File: src/design/strobe_out_regs.vh
// register map, field positions and timing constants of the strobe output unit
`ifndef STROBE_OUT_REGS_VH
`define STROBE_OUT_REGS_VH

// byte offsets, line one at 0x00, line two at LINE_STRIDE
`define OFS_CFG       8'h00
`define OFS_DUR       8'h04
`define OFS_DLY       8'h08
`define OFS_PRE       8'h0c
`define LINE_STRIDE   8'h10
`define OFS_CMD       8'h20
`define OFS_STATUS    8'h24

// configuration word fields
`define CFG_SRC_LSB   0
`define CFG_SRC_MSB   3
`define CFG_INV_BIT   4
`define CFG_EN_BIT    5
`define CFG_MODE_BIT  6
`define CFG_W         7
`define CFG_RESET     7'h00

// event source codes
`define SRC_EXP_START   4'h0
`define SRC_EXP_END     4'h1
`define SRC_ACQ_START   4'h2
`define SRC_ACQ_STOP    4'h3
`define SRC_BURST_START 4'h4
`define SRC_BURST_END   4'h5
`define SRC_TRIG_WAIT   4'h6
`define SRC_FRAME_START 4'h7
`define SRC_FRAME_END   4'h8
`define SRC_SOFT_TRIG   4'h9
`define SRC_HARD_TRIG   4'ha
`define SRC_CNT_TRIG    4'hb
`define SRC_TIMER       4'hc
`define SRC_COUNT       13

// timing: one microsecond in clock cycles at a 100 ns clock
`define CLK_PERIOD_NS 100
`define ONE_US_NS     1000
`define US_CYCLES     (`ONE_US_NS / `CLK_PERIOD_NS)
`define DLY_MAX_US    10000
`define PRE_MAX_US    5000
`define DUR_W         24
`define DLY_W         14

`endif

File: src/design/camera_strobe_output_unit.v
// camera strobe output unit: APB registers, event select, pre-delay, two lines
//
// Behaviour
// - line one output only, line two bidirectional
// - line two drives strobe in strobe mode
// - inversion flips the driven line level
// - inversion is off after reset
// - enabled line pulses on selected event
// - exposure and acquisition start/stop sources
// - burst start and burst end sources
// - trigger-wait source shows waiting level
// - frame start and frame end sources
// - soft, hard, counter, timer trigger sources
// - zero duration lasts until the exposure end pulse
// - nonzero duration lasts programmed microseconds
// - delay after the selected event, 0..10000 us
// - pre-delay before exposure, 0..5000 us
//
// register map, byte offsets, line one then line two
//   0x00/0x10 config: source 3:0, invert 4, enable 5, drive 6
//   0x04/0x14 duration in us, zero lasts until exposure end
//   0x08/0x18 delay in us, saturates at its maximum
//   0x0c/0x1c pre-delay in us, saturates at its maximum
//   0x20 command, write only: bit 0 fires line one, bit 1 line two
//   0x24 status: line one, line two, synced pin, hold-off busy
//
// timing
//   event sampled at edge e moves the line at edge e+2
//   each microsecond of delay adds ten clock cycles
//   a nonzero duration holds the line ten cycles per microsecond
//   a zero duration holds it until the exposure end pulse
//   with pre-delay the strobe starts at the request and the
//   exposure waits the longest pre-delay of the enabled exposure-start lines
//   line two drives its pin only while drive is set
`timescale 1ns/1ns
`include "strobe_out_regs.vh"
module camera_strobe_output_unit #(
  parameter DUR_W = `DUR_W,                 // duration register width
  parameter DLY_W = `DLY_W                  // delay register width
) (
  input  wire        CLK_IN,                // system clock, 10 MHz
  input  wire        RST_N_IN,              // synchronous reset, low active
  input  wire        PSEL_IN,               // APB select
  input  wire        PENABLE_IN,            // APB access phase
  input  wire        PWRITE_IN,             // APB direction
  input  wire [7:0]  PADDR_IN,              // APB byte address
  input  wire [31:0] PWDATA_IN,             // APB write data
  output reg  [31:0] PRDATA_OUT,            // APB read data
  output reg         PREADY_OUT,            // APB ready
  output reg         PSLVERR_OUT,           // APB error, unmapped address
  input  wire        EXP_REQ_IN,            // exposure request from sequencer
  input  wire        EXP_END_IN,            // exposure end pulse
  input  wire        ACQ_START_IN,          // acquisition start pulse
  input  wire        ACQ_STOP_IN,           // acquisition stop pulse
  input  wire        BURST_START_IN,        // burst start pulse
  input  wire        BURST_END_IN,          // burst end pulse
  input  wire        TRIG_WAIT_IN,          // waiting for frame trigger, level
  input  wire        FRAME_START_IN,        // frame capture start pulse
  input  wire        FRAME_END_IN,          // frame capture end pulse
  input  wire        SOFT_TRIG_IN,          // software trigger pulse
  input  wire        HARD_TRIG_IN,          // hardware trigger pulse
  input  wire        CNT_TRIG_IN,           // counter trigger pulse
  output reg         EXP_START_OUT,         // exposure start, after hold-off
  output reg         LINE1_OUT,             // isolated output line
  output reg         LINE2_OUT,             // bidirectional line, out value
  output reg         LINE2_OE_N_OUT,        // line two enable, low drives
  input  wire        LINE2_IN               // bidirectional line, pin level
);
  localparam integer DIV_LAST_I = `US_CYCLES - 1;  // last cycle of a microsecond
  localparam [3:0]  DIV_LAST = DIV_LAST_I[3:0];    // divider end count
  localparam [31:0] DLY_MAX  = `DLY_MAX_US;
  localparam [31:0] PRE_MAX  = `PRE_MAX_US;

  reg [`CFG_W-1:0] cfg_q [0:1];             // per-line configuration
  reg [DUR_W-1:0]  dur_q [0:1];             // per-line duration, us
  reg [DLY_W-1:0]  dly_q [0:1];             // per-line delay, us
  reg [DLY_W-1:0]  pre_q [0:1];             // per-line pre-delay, us
  reg [1:0]        fire_q;                  // software fire, one cycle
  reg              in_meta_q;               // line two pin, first stage
  reg              in_sync_q;               // line two pin, second stage
  reg              hold_q;                  // exposure hold-off running
  reg [3:0]        hdiv_q;                  // hold-off cycle divider
  reg [DLY_W-1:0]  hcnt_q;                  // hold-off microseconds left
  wire [1:0]       act;                     // pulse generator levels

  // clamp a write to the documented range
  function [DLY_W-1:0] clamp;
    input [31:0] v;
    input [31:0] lim;
    begin
      // compare at full width so oversized writes saturate too
      clamp = (v > lim) ? lim[DLY_W-1:0] : v[DLY_W-1:0];
    end
  endfunction

  // register offset decode: whether the offset hits a mapped word
  function mapped;
    input [7:0] a;
    begin
      // line words fill 0x00 to 0x1c; command and status follow
      mapped = (a[7:5] == 3'b000 && a[1:0] == 2'b00) ||
               (a == `OFS_CMD) || (a == `OFS_STATUS);
    end
  endfunction

  // pre-delay that applies to a line: exposure-start source and enabled
  function [DLY_W-1:0] line_pre;
    input [`CFG_W-1:0] c;
    input [DLY_W-1:0]  p;
    begin
      // only enabled exposure-start lines hold the exposure off
      if (c[`CFG_EN_BIT] && c[`CFG_SRC_MSB:`CFG_SRC_LSB] == `SRC_EXP_START)
        line_pre = p;
      else
        line_pre = {DLY_W{1'b0}};
    end
  endfunction

  // longest pre-delay among the enabled exposure-start lines
  wire [DLY_W-1:0] pre0 = line_pre(cfg_q[0], pre_q[0]);
  wire [DLY_W-1:0] pre1 = line_pre(cfg_q[1], pre_q[1]);
  wire [DLY_W-1:0] pre_max = (pre0 > pre1) ? pre0 : pre1;

  // apb phases; a write lands in the access cycle
  wire setup  = PSEL_IN && !PENABLE_IN;
  wire access = PSEL_IN && PENABLE_IN && PREADY_OUT;
  wire wr     = access && PWRITE_IN && !PSLVERR_OUT;
  wire lsel   = PADDR_IN[4];                // line index of a line register
  wire lreg   = (PADDR_IN[7:5] == 3'b000);  // address hits a line register

  // APB answer: ready in the access phase, data registered at setup
  always @(posedge CLK_IN) begin
    if (!RST_N_IN) begin
      // bus outputs quiet in reset
      PREADY_OUT  <= 1'b0;
      PSLVERR_OUT <= 1'b0;
      PRDATA_OUT  <= 32'h0000_0000;
    end else begin
      // zero wait states: ready follows setup by one cycle
      PREADY_OUT  <= setup;
      PSLVERR_OUT <= setup && !mapped(PADDR_IN);
      // read data captured at setup, shown during access
      if (setup && !PWRITE_IN) begin
        // spare bits and write-only words read as zero
        PRDATA_OUT <= 32'h0000_0000;
        if (lreg) begin
          // word within the line block
          case ({4'h0, PADDR_IN[3:0]})
            `OFS_CFG: PRDATA_OUT[`CFG_W-1:0] <= cfg_q[lsel];
            `OFS_DUR: PRDATA_OUT[DUR_W-1:0]  <= dur_q[lsel];
            `OFS_DLY: PRDATA_OUT[DLY_W-1:0]  <= dly_q[lsel];
            `OFS_PRE: PRDATA_OUT[DLY_W-1:0]  <= pre_q[lsel];
            default:  PRDATA_OUT <= 32'h0000_0000;
          endcase
        end else if (PADDR_IN == `OFS_STATUS) begin
          // line levels, pin level, hold-off busy
          PRDATA_OUT[3:0] <= {hold_q, in_sync_q, LINE2_OUT, LINE1_OUT};
        end
      end
    end
  end

  // register writes; inversion and enable clear at reset
  always @(posedge CLK_IN) begin
    if (!RST_N_IN) begin
      cfg_q[0] <= `CFG_RESET;
      cfg_q[1] <= `CFG_RESET;
      dur_q[0] <= {DUR_W{1'b0}};
      dur_q[1] <= {DUR_W{1'b0}};
      dly_q[0] <= {DLY_W{1'b0}};
      dly_q[1] <= {DLY_W{1'b0}};
      pre_q[0] <= {DLY_W{1'b0}};
      pre_q[1] <= {DLY_W{1'b0}};
      // no fire pending after reset
      fire_q   <= 2'b00;
    end else begin
      // fire bits are write-one pulses for the timer source
      fire_q <= (wr && PADDR_IN == `OFS_CMD) ? PWDATA_IN[1:0] : 2'b00;
      // refused writes never get here, wr excludes them
      if (wr && lreg) begin
        case ({4'h0, PADDR_IN[3:0]})
          `OFS_CFG: cfg_q[lsel] <= PWDATA_IN[`CFG_W-1:0];
          `OFS_DUR: dur_q[lsel] <= PWDATA_IN[DUR_W-1:0];
          // out-of-range delays saturate rather than wrap
          `OFS_DLY: dly_q[lsel] <= clamp(PWDATA_IN, DLY_MAX);
          `OFS_PRE: pre_q[lsel] <= clamp(PWDATA_IN, PRE_MAX);
          // unaligned offsets are refused before this point
          default:  dur_q[lsel] <= dur_q[lsel];
        endcase
      end
    end
  end

  // line two pin through two flops before use
  always @(posedge CLK_IN) begin
    if (!RST_N_IN) begin
      // pin taken as low while in reset
      in_meta_q <= 1'b0;
      in_sync_q <= 1'b0;
    end else begin
      // only the second stage is read by logic
      in_meta_q <= LINE2_IN;
      in_sync_q <= in_meta_q;
    end
  end

  // exposure hold-off: request starts strobe, exposure waits pre-delay
  always @(posedge CLK_IN) begin
    if (!RST_N_IN) begin
      // no exposure pending after reset
      hold_q        <= 1'b0;
      hdiv_q        <= 4'h0;
      hcnt_q        <= {DLY_W{1'b0}};
      EXP_START_OUT <= 1'b0;
    end else begin
      // exposure start is a one-cycle pulse
      EXP_START_OUT <= 1'b0;
      if (!hold_q) begin
        // requests during a hold-off are ignored
        if (EXP_REQ_IN) begin
          // no pre-delay on any enabled exposure-start line: start at once
          if (pre_max == {DLY_W{1'b0}}) begin
            EXP_START_OUT <= 1'b1;
          end else begin
            // divider restarts so the first microsecond is whole
            hold_q <= 1'b1;
            hdiv_q <= 4'h0;
            hcnt_q <= pre_max;
          end
        end
      end else begin
        // count microseconds, release exposure after the last
        hdiv_q <= (hdiv_q == DIV_LAST) ? 4'h0 : hdiv_q + 4'h1;
        if (hdiv_q == DIV_LAST) begin
          hcnt_q <= hcnt_q - {{(DLY_W-1){1'b0}}, 1'b1};
          if (hcnt_q == {{(DLY_W-1){1'b0}}, 1'b1}) begin
            hold_q        <= 1'b0;
            EXP_START_OUT <= 1'b1;
          end
        end
      end
    end
  end

  // internal events indexed by source code
  // code 12 is replaced per line by its fire bit
  // codes 13 to 15 select nothing
  wire [`SRC_COUNT-1:0] ev_base = {
    1'b0, CNT_TRIG_IN, HARD_TRIG_IN, SOFT_TRIG_IN,
    FRAME_END_IN, FRAME_START_IN, TRIG_WAIT_IN,
    BURST_END_IN, BURST_START_IN,
    ACQ_STOP_IN, ACQ_START_IN, EXP_END_IN, EXP_START_OUT
  };

  genvar g;
  generate
    for (g = 0; g < 2; g = g + 1) begin : g_line
      // source code and enable of this line
      wire [3:0] src = cfg_q[g][`CFG_SRC_MSB:`CFG_SRC_LSB];
      wire       en  = cfg_q[g][`CFG_EN_BIT];
      wire [`SRC_COUNT-1:0] ev = {fire_q[g], ev_base[`SRC_COUNT-2:0]};
      // with pre-delay the exposure-start pulse begins at the request
      wire pre_on = (src == `SRC_EXP_START) && (pre_q[g] != {DLY_W{1'b0}});
      // out-of-range source codes never fire
      wire sel_ev = (src < `SRC_COUNT) ? ev[src] : 1'b0;
      wire start  = en && (pre_on ? (EXP_REQ_IN && !hold_q) : sel_ev);
      wire lvl    = en && (src == `SRC_TRIG_WAIT);

      // delay and pulse timing of this line
      strobe_pulse_gen #(
        .DUR_W (DUR_W),
        .DLY_W (DLY_W)
      ) u_gen (
        .clk_in        (CLK_IN),
        .rst_n_in      (RST_N_IN),
        .start_in      (start),
        .level_mode_in (lvl),
        .level_in      (TRIG_WAIT_IN),
        .exp_end_in    (EXP_END_IN),
        .dur_in        (dur_q[g]),
        .dly_in        (pre_on ? {DLY_W{1'b0}} : dly_q[g]),
        .active_out    (act[g])
      );
    end
  endgenerate

  // output lines with inversion; line two drives only in strobe mode
  always @(posedge CLK_IN) begin
    if (!RST_N_IN) begin
      // lines low and line two released in reset
      LINE1_OUT      <= 1'b0;
      LINE2_OUT      <= 1'b0;
      LINE2_OE_N_OUT <= 1'b1;
    end else begin
      // line one is always driven, only line two can float
      LINE1_OUT      <= act[0] ^ cfg_q[0][`CFG_INV_BIT];
      LINE2_OUT      <= act[1] ^ cfg_q[1][`CFG_INV_BIT];
      LINE2_OE_N_OUT <= !cfg_q[1][`CFG_MODE_BIT];
    end
  end
endmodule // camera_strobe_output_unit

File: src/design/strobe_pulse_gen.v
// per-line pulse generator: delay, then a timed or exposure-long pulse
`timescale 1ns/1ns
`include "strobe_out_regs.vh"
module strobe_pulse_gen #(
  parameter DUR_W = `DUR_W,                 // duration counter width
  parameter DLY_W = `DLY_W                  // delay counter width
) (
  input  wire             clk_in,           // system clock
  input  wire             rst_n_in,         // synchronous reset, low active
  input  wire             start_in,         // pulse event
  input  wire             level_mode_in,    // follow level_in directly
  input  wire             level_in,         // level source
  input  wire             exp_end_in,       // exposure end pulse
  input  wire [DUR_W-1:0] dur_in,           // duration in us, 0 = exposure
  input  wire [DLY_W-1:0] dly_in,           // delay in us
  output reg              active_out        // source level of the line
);
  localparam ST_IDLE  = 2'd0;               // waiting for an event
  localparam ST_DELAY = 2'd1;               // counting the delay
  localparam ST_PULSE = 2'd2;               // pulse asserted
  localparam integer DIV_LAST_I = `US_CYCLES - 1;  // last cycle of a microsecond
  localparam [3:0] DIV_LAST = DIV_LAST_I[3:0];     // divider end count

  reg [1:0]       state_q;                  // sequencer state
  reg [3:0]       div_q;                    // cycles within the current us
  reg [DUR_W-1:0] cnt_q;                    // remaining microseconds
  wire            wrap = (div_q == DIV_LAST); // a microsecond elapses
  wire            last = wrap && (cnt_q == {{(DUR_W-1){1'b0}}, 1'b1});

  // sequencer; counters reload on each accepted event
  always @(posedge clk_in) begin
    if (!rst_n_in) begin
      state_q <= ST_IDLE;
      div_q   <= 4'h0;
      cnt_q   <= {DUR_W{1'b0}};
    end else begin
      div_q <= wrap ? 4'h0 : div_q + 4'h1;
      case (state_q)
        ST_IDLE: begin
          if (start_in && !level_mode_in) begin
            div_q <= 4'h0;
            if (dly_in == {DLY_W{1'b0}}) begin
              state_q <= ST_PULSE;
              cnt_q   <= dur_in;
            end else begin
              state_q <= ST_DELAY;
              cnt_q   <= {{(DUR_W-DLY_W){1'b0}}, dly_in};
            end
          end
        end
        ST_DELAY: begin
          if (wrap)
            cnt_q <= cnt_q - {{(DUR_W-1){1'b0}}, 1'b1};
          if (last) begin
            state_q <= ST_PULSE;
            cnt_q   <= dur_in;
          end
        end
        ST_PULSE: begin
          if (dur_in == {DUR_W{1'b0}}) begin
            if (exp_end_in)
              state_q <= ST_IDLE;
          end else begin
            if (wrap)
              cnt_q <= cnt_q - {{(DUR_W-1){1'b0}}, 1'b1};
            if (last)
              state_q <= ST_IDLE;
          end
        end
        default: state_q <= ST_IDLE;
      endcase
    end
  end

  // level source passes straight, else the pulse state
  always @(posedge clk_in) begin
    if (!rst_n_in)
      active_out <= 1'b0;
    else if (level_mode_in)
      active_out <= level_in;
    else
      active_out <= (state_q == ST_PULSE);
  end
endmodule // strobe_pulse_gen

File: config.mk
export PLATFORM = sky130hd
export DESIGN_NAME = camera_strobe_output_unit
export DESIGN_NICKNAME = d
export VERILOG_FILES = /design/src/design/camera_strobe_output_unit.v /design/src/design/strobe_pulse_gen.v
export VERILOG_INCLUDE_DIRS = /design/src /design/src/design
export SDC_FILE = /design/constraint.sdc
export NUM_CORES = 1
export LEC_CHECK = 0
export BUFFER_PORTS_ARGS = -buffer_cell sky130_fd_sc_hd__buf_4
export CORE_MARGIN = 2
export CORE_UTILIZATION = 60
export CTS_BUF_LIST = sky130_fd_sc_hd__clkbuf_16
export DETAILED_ROUTE_END_ITERATION = 8
export GPL_TIMING_DRIVEN = 0
export PLACE_DENSITY = 0.79
export SLEW_MARGIN = 20
export SYNTH_ARGS = -nofsm -noshare
export SYNTH_HDL_FRONTEND = slang
export SYNTH_SLANG_ARGS = --single-unit
File: constraint.sdc
create_clock -name CLK_IN -period 4.8 [get_ports CLK_IN]
set_clock_uncertainty 0.05 [all_clocks]
set_input_delay 0.24 -clock CLK_IN [delete_from_list [all_inputs] [get_ports CLK_IN]]
set_output_delay 0.24 -clock CLK_IN [all_outputs]
set_load 0.02 [all_outputs]
; ---- Word-level counts from Yosys, hierarchy flattened
; Memories as Yosys holds them, arrays and structs flattened.
; Cells that the tools add are included.
; W data, S select, Z words.
[word_totals]
rom_bits = 0
elab_cells = 238
inputBits = 58
mem_bits_rw = 118
regBits = 123
latch_bits = 0
mem_count = 4
out_inout_bits = 38
[classes]
muxes = 106
magnitude_cmp = 7
add_sub_neg = 6
bitwise_logic = 3
n_shift = 0
n_div = 0
n_eq_ne = 29
n_reduce_logical = 62
mul = 0
[memory_table]
columns = name, depth, width, read_ports, rd_ports_with_merged_regs, wr, line
row1 = dur_q, 2, 24, 3, 0, 2, camera_strobe_output_unit.v:75  ; reg [DUR_W-1:0] dur_q [0:1];
row2 = dly_q, 2, 14, 3, 0, 2, camera_strobe_output_unit.v:76  ; reg [DLY_W-1:0] dly_q [0:1];
row3 = pre_q, 2, 14, 3, 0, 2, camera_strobe_output_unit.v:77  ; reg [DLY_W-1:0] pre_q [0:1];
row4 = cfg_q, 2, 7, 3, 0, 2, camera_strobe_output_unit.v:74  ; reg [`CFG_W-1:0] cfg_q [0:1];
[ops]
columns = cell, count
row1 = $mux W24, 12
row2 = $mux W14, 13
row3 = $pmux W24 S3, 2
row4 = $eq A24 B1 Y1 const B, 2
row5 = $logic_not A24 Y1, 2
row6 = $mux W4, 12
row7 = $sub A24 B1 Y24 const B, 2
row8 = $mux W1, 47
row9 = $logic_not A14 Y1, 3
row10 = $gt A32 B13 Y1 const B, 1
row11 = $gt A32 B14 Y1 const B, 1
row12 = $pmux W7 S4, 1
row13 = $reduce_bool A14 Y1, 2
row14 = $reduce_or A14 Y1, 2
row15 = $reduce_or A24 Y1, 1
row16 = $logic_and A1 B1 Y1, 23
row17 = $mux W2, 11
row18 = $pmux W7 S3, 1
row19 = $eq A4 B4 Y1 const B, 5
row20 = $mux W20, 1
row21 = $eq A8 B6 Y1 const B, 2
row22 = $eq A14 B1 Y1 const B, 1
row23 = $gt A14 B14 Y1, 1
row24 = $sub A14 B1 Y14 const B, 1
row25 = 28 further kinds, 64

; ---- Depth between registers and ports, before layout
; Gate-level depths: netlist of the first run.
[logic_depth]
depth_word = 11
ltp_mapped = 16
mapped_depth_nobuf = 12

; ---- Modules after synthesis
; A second synthesis of the first run with hierarchy kept.
[unflattened]
cells_unflattened = 1547
hier_area_um2 = 14067.2
[modules_own_cells]
columns = mod, area_each_um2, cells_each, seq_area_each_um2, n_inst
row1 = camera_strobe_output_unit, 9157.5, 916, 4604.4, 1
row2 = strobe_pulse_gen (g_line[0].u_gen), 2544.9, 322, 620.6, 1
row3 = strobe_pulse_gen (g_line[1].u_gen), 2364.8, 309, 620.6, 1

; ---- Worst setup path before layout of the first run
; OpenSTA, ideal clock, no wires.
[synth_path]
kind = flip-flop to flip-flop
start = memory cfg_q[1][0] in the netlist's numbering
end = register hcnt_q[4]
slack_ns = 0.729
stages_incl_launch_ff = 15
synth_period_minus_slack_ns = 4.071
setup_time_ns = 0.070
t_required_ns = 4.680
arrival_time_ns = 3.951
cell_sequence = edfxtp_1 > clkbuf_1 > nor4_1 > and2_0 > clkbuf_1 > nand2_1 > ha_1 > nor2b_1 > o311a_1 > o31ai_1 > a21oi_1 > clkbuf_1 > or4b_2 > a22o_1 > a21oi_1
[synth_rtl]
columns = item, line
row1 = from (decl), camera_strobe_output_unit.v:74
row2 = to (signal assigned), camera_strobe_output_unit.v:213  ; hcnt_q <= {DLY_W{1'b0}};
row3 = to (signal assigned), camera_strobe_output_unit.v:228  ; hcnt_q <= pre_max;
row4 = to (signal assigned), camera_strobe_output_unit.v:235  ; hcnt_q <= hcnt_q - {{(DLY_W-1){1'b0}}, 1'b1};
row5 = to (decl), camera_strobe_output_unit.v:83  ; reg [DLY_W-1:0] hcnt_q;

==> results of run 1 <==
-- layout make-up --
class / instances / area, µm² / area share (%)
Clock inverter: 22 / 154 / 0.981
Inverter: 32 / 120 / 0.766
Multi-Input combinational cell: 1127 / 7270 / 46.4
Buffer: 100 / 430 / 2.74
Timing Repair Buffer: 106 / 851 / 5.43
Clock buffer: 26 / 651 / 4.15
Tap cell: 285 / 357 / 2.27
Sequential cell: 233 / 5850 / 37.3
-- cell usage after synthesis, types with 21 or more instances --
| master | n |
|---|---|
| nor4_1 | 47 |
| o21ai_0 | 59 |
| nand2_1 | 147 |
| nor2_1 | 212 |
| and2_1 | 44 |
| edfxtp_1 | 118 |
| a21oi_1 | 54 |
| dfxtp_1 | 115 |
| ha_1 | 29 |
| and3_1 | 29 |
| nand4_1 | 29 |
| o211ai_1 | 21 |
| clkbuf_1 | 74 |
| a22oi_1 | 35 |
| nor3_1 | 38 |
| a221oi_1 | 22 |
| inv_1 | 30 |
| mux2i_1 | 49 |
-- state kept, by name, indices dropped and copies added (netlist names), 2 cells and up --
| signal | flops |
|---|---|
| cfg_q | 14 |
| g_line.u_gen.active_out | 2 |
| pre_q | 28 |
| g_line.u_gen.state_q | 4 |
| PRDATA_OUT | 24 |
| fire_q | 2 |
| dly_q | 28 |
| hcnt_q | 14 |
| hdiv_q | 4 |
| g_line.u_gen.div_q | 8 |
| g_line.u_gen.cnt_q | 48 |
| dur_q | 48 |
-- worst max-delay path: stages (launching register included) --
cell and delay (ps):
edfxtp_1 350, clkbuf_1 300, nor4_4 430, and2_0 310, clkbuf_2 280, nand2_1 100, ha_1 310, a21oi_1 80
o21a_1 180, o221a_2 300, a21oi_1 410, clkbuf_2 320, clkbuf_1 400, nor2_1 80, a211oi_1 420, o32ai_1 150
-- where the power goes --
part | leakage (µW) | switching [µW] | internal (µW)
clock | 0.000407 | 854 | 1050
combinational | 0.00322 | 742 | 443
sequential | 0.00220 | 140 | 2200
-- path summary, 6_finish.rpt --
| kind | to |
|---|---|
| min | pre_q[1][11]$_SDFFCE_PN0P_ |
| max | hcnt_q[8]$_SDFFE_PN0P_ |
| min reg2reg | in_sync_q$_SDFF_PN0_ |
| max reg2reg | hcnt_q[8]$_SDFFE_PN0P_ |
-- metal layers --
metal | up-vias | part of all wire, % | GRT usage (%) | routed length (µm)
met5 | - | 0 | 0 | 0
met4 | 0 | 4.2 | 14.2 | 1970
li1 | 5857 | - | - | -
met3 | 156 | 15 | 10.2 | 6890
met2 | 988 | 43 | 58.4 | 20400
met1 | 6276 | 38 | 53.4 | 17900
-- cell usage in the layout (no fill, tap or decap), drive strengths merged, types with 15 or more instances in the layout --
cell,instances
a221oi,22
dlygate4sd3,22
and2,46
ha,29
clkbuf,100
nor3,38
a221o,15
nor4,50
edfxtp,118
nor2,212
clkinv,18
o211ai,21
o21ai,61
mux2,19
buf,110
inv,34
nand4,29
a211oi,16
xnor2,19
a21oi,54
nand2,147
a22oi,36
mux2i,49
and3,29
dfxtp,115
-- cell families after synthesis --
logic type / share of synthesized area [%]
flip-flops: 43.0
AO/OA/AOI/OAI: 17.5
multiplexers: 7.18
XOR/XNOR: 1.68
other: 0.0276
adder cells (fa/ha/maj): 2.67
buffers and inverters: 4.04
AND/OR/NAND/NOR: 23.9
-- what timing repair did --
item                                    CTS  global route
endpoints found under the hold margin    27             0
resized for setup                         3             6
endpoints found under the setup margin    5            12
buffers inserted                          0             0
hold buffers                             22             0
-- per-stage QoR --
step           hold slack, ps  TNS (ps)  setup slack (ps)
6_report                 16.5         0               179
5_1_grt                  15.3     -39.9             -23.2
4_1_cts                  3.75         0               141
3_5_place_dp              385      -379              -213
3_3_place_gp              371      -272              -156
2_1_floorplan             274         0               729
==> impl_metrics.tcl, run 1 <==
set metrics [dict create \
    outcome "finished with violations" \
    violations "DRC" \
    grt_pass1_wl_um 70800 \
    rrSetupSlack_ps 180 \
    gp_congestion 1.02 \
    syn_to_final_growth_pct 15.5 \
    start_util_pct 60.5 \
    cap_violations 0 \
    synth_edf_count 118 \
    cts_sinks 233 \
    fin_cells 1931 \
    drc 6 \
    netlist_area_um2 13600 \
    cts_buffers 26 \
    drt_iter0_markers 1771 \
    p_per_area_nw_per_um2 346 \
    wl_um 47200 \
    cp-end-kind "register" \
    routed-via-count 13277 \
    synth_top_area_cell "edfxtp_1" \
    dp_cells 1861 \
    synthArstFlopShare_pct 0 \
    critPathMaxFanout 10 \
    crit_start "cfg_q[1][0]$_SDFFCE_PN0P_" \
    antenna_found_initial 0 \
    grt-ovfl-total 0 \
    cts-htree-levels 1 \
    reg2reg_from "cfg_q[1][0]$_SDFFCE_PN0P_" \
    cts.clk_slew.worst_paths_ps 60 \
    clk_latency_ps 560 \
    clock_path_buffers 3 \
    holdPathStages 2 \
    synth.avg_cell_area_um2 9.16 \
    final.min_clock_period_ps 4620 \
    io-pin-count 96 \
    fin_crit_sh_pct 96.3 \
    postPlaceCellArea_um2 14600 \
    hold_violations 0 \
    yosys-top-cells-area "edfxtp_1, dfxtp_1, nor2_1" \
    wire_per_inst_um 24.4 \
    place.detailed.hpwl_um 34900 \
    drv_slew 0 \
    finalSetupViolations 0 \
    fp.dieArea_um2 23900 \
    cp-start-kind "register" \
    grt_pass1_vias 12268 \
    min-delay-start "PWDATA_IN[11]" \
    synth_seq_cells 233 \
    antennaDiodeCount 0 \
    drive_gt1_share_pct 12.9 \
    netlist.area_leader.share_pct 26.1 \
    portBuffers 84 \
    postLayoutCellArea_um2 15700 \
    worst_slew_pin_slew_ps 1070 \
    yosysUniqueCellTypes 79 \
    grt_max_degree 25 \
    critPathRequiredTime_ps 5160 \
    coreArea_um2 22400 \
    rr_worst_depth 15 \
    antenna_left 0 \
    crit_type "reg -> reg" \
    slew_headroom_pct 28.0 \
    clockRootBuffer "clkbuf_16" \
    p_total_uw 5420 \
    tritoncts "yes" \
    power.leakage_uw 0.00582 \
    fmax_mhz 216 \
    die_y_um 154 \
    min-delay-path-class "in -> reg" \
    yosysWarnings 0 \
    syn_inst 1483 \
    nets 1713 \
    critPathArrivalTime_ps 4980 \
    die_w_um 154 \
    nFillCells 1777 \
    std_cell_rows 55 \
    vdd_drop_max_mv 0.342 \
    viasPerCell 6.88 \
    ys_seq_area_share_pct 43.0 \
    final_util_pct 69.9 \
    grt_util_all_layers_pct 38.5 \
    synth_flop_cell "edfxtp_1" \
    firstDrtPassIters 9 \
]
No activity file was read; power rests on OpenSTA's default activity.
==> run 2: changes to the inputs <==
Settings changed: CORE_MARGIN 2 to default, CORE_UTILIZATION 60 to 61, PLACE_DENSITY 0.79 to 0.8.
==> impl_metrics.tcl, run 2 (synthesized netlist as in run 1, its figures left out) <==
set metrics [dict create \
    slowest_stage "nor4_4" \
    portBuffers 84 \
    timing.hold.ws_ps 15.1 \
    viasPerCell 6.83 \
    clk_latency_ps 550 \
    grt_util_all_layers_pct 40.6 \
    outcome "finished clean" \
    syn_to_final_growth_pct 15.2 \
    wl_met3_um 6780 \
    top_layer_used "met4" \
    drt_iter0_markers 1578 \
    fin_crit_sh_pct 94.2 \
    worst_slew_pin_slew_ps 956 \
    routed-wl-met2_um 19700 \
    min-delay-path-class "in -> reg" \
    cp-end-kind "register" \
    slowest_delay_ps 440 \
    critPathArrivalTime_ps 4880 \
    cts.clk_slew.worst_paths_ps 60 \
    cts_buffers 25 \
    die_y_um 151 \
    firstDrtPassIters 9 \
    std_cell_rows 54 \
    fin_ws_ps 278 \
    grt_pass1_vias 11945 \
    power.leakage_uw 0.00581 \
    cts_sinks 233 \
    gp_congestion 0.993 \
    nets 1706 \
    die_w_um 151 \
    antenna_found_initial 0 \
    critPathMaxFanout 10 \
    path_cells "clkbuf_1 -> nor4_4 -> and2_0 -> clkbuf_2 -> nand2_1 -> ha_1 -> nand4_1 -> o221a_2 -> a21oi_1 -> clkbuf_2 -> clkbuf_1 -> nor2_1 -> a211oi_1 -> o31ai_1" \
    fp.dieArea_um2 22900 \
    drc 0 \
    antennaDiodeCount 0 \
    final.min_clock_period_ps 4520 \
    tritoncts "yes" \
    clockRootBuffer "clkbuf_16" \
    clock_path_buffers 3 \
    antenna_left 0 \
    cp-start-kind "register" \
    grt_max_degree 25 \
    drive_gt1_share_pct 13.3 \
    routed-via-count 13101 \
    coreArea_um2 21800 \
    cts-htree-levels 1 \
    wl_met1_um 17600 \
    drv_slew 0 \
    wl_um 46500 \
    post-cts-setup-buffers 0 \
    holdPathStages 3 \
    grt-ovfl-total 0 \
    fmax_mhz 221 \
    wire_per_inst_um 24.3 \
    crit_type "reg -> reg" \
    slew_headroom_pct 35.8 \
    io-pin-count 96 \
    grt_pass1_wl_um 69300 \
    critPathRequiredTime_ps 5160 \
    place.detailed.hpwl_um 34400 \
    hold_violations 0 \
    vdd_drop_max_mv 0.350 \
    p_per_area_nw_per_um2 353 \
    final_cell_mix "nor2_1, nand2_1, edfxtp_1, dfxtp_1, buf_4" \
    largestRegisters "dur_q: 48 flops, g_line.u_gen.cnt_q: 48 flops" \
    final_common_cell "nor2_1" \
    start_util_pct 62.2 \
    rr_worst_depth 14 \
    dp_slack_ps -219 \
    finalSetupViolations 0 \
    cap_violations 0 \
    rsz0062_at_grt "no" \
]
## run 2: per-stage QoR
stage	power [µW]	instances	setup TNS, ps	area (µm²)	util (%)
2_1_floorplan	3130	1492	0	13600	-
3_3_place_gp	3480	1856	-106	14600	66.9
3_5_place_dp	3500	1857	-567	14600	67.0
4_1_cts	5460	1917	0	15600	71.5
5_1_grt	5690	1918	0	15700	71.7
6_report	5520	1918	0	15700	71.7
## run 2: critical path: cells and delay by family (launching register included)
kind / cells / cell delay (ps)
buf+inv: 4 / 1240
compound gates: 4 / 1330
simple gates: 5 / 1070
flops: 1 / 360
fa+ha+maj: 1 / 330
## run 2: area by class of cell
| class | count | area, µm² |
|---|---|---|
| buffer | 100 | 430 |
| clock buffer | 27 | 676 |
| clock inverter | 19 | 165 |
| fill | 1687 | 6170 |
| inverter | 32 | 120 |
| multi-input combinational | 1127 | 7270 |
| sequential | 233 | 5850 |
| tap | 280 | 350 |
| timing repair buffer | 100 | 788 |
## run 2: metal layers
layer / up-vias / global-route usage [%]
li1: 5850 / -
met2: 980 / 60.6
met4: 0 / 18.4
met3: 205 / 9.04
met1: 6066 / 56.3
met5: - / 0
## run 2: final timing paths
path,from,end,slack [ps]
max,cfg_q[1][0]$_SDFFCE_PN0P_,hcnt_q[12]$_SDFFE_PN0P_,280
min,PWDATA_IN[20],dur_q[0][20]$_SDFFCE_PN0P_,20
max reg2reg,cfg_q[1][0]$_SDFFCE_PN0P_,hcnt_q[12]$_SDFFE_PN0P_,280
min reg2reg,in_meta_q$_SDFF_PN0_,in_sync_q$_SDFF_PN0_,390
## run 2: where the power goes
part           total, µW  internal (µW)  switching, µW
Clock               1990           1130            855
Sequential          2340           2200            143
Combinational       1190            440            749
Total               5520           3770           1750
## run 2: what timing repair did
item / in CTS / in global routing
endpoints found under the hold margin: 18 / 1
endpoints found under the setup margin: 8 / 16
hold buffers: 14 / 1
resized for setup: 3 / 7
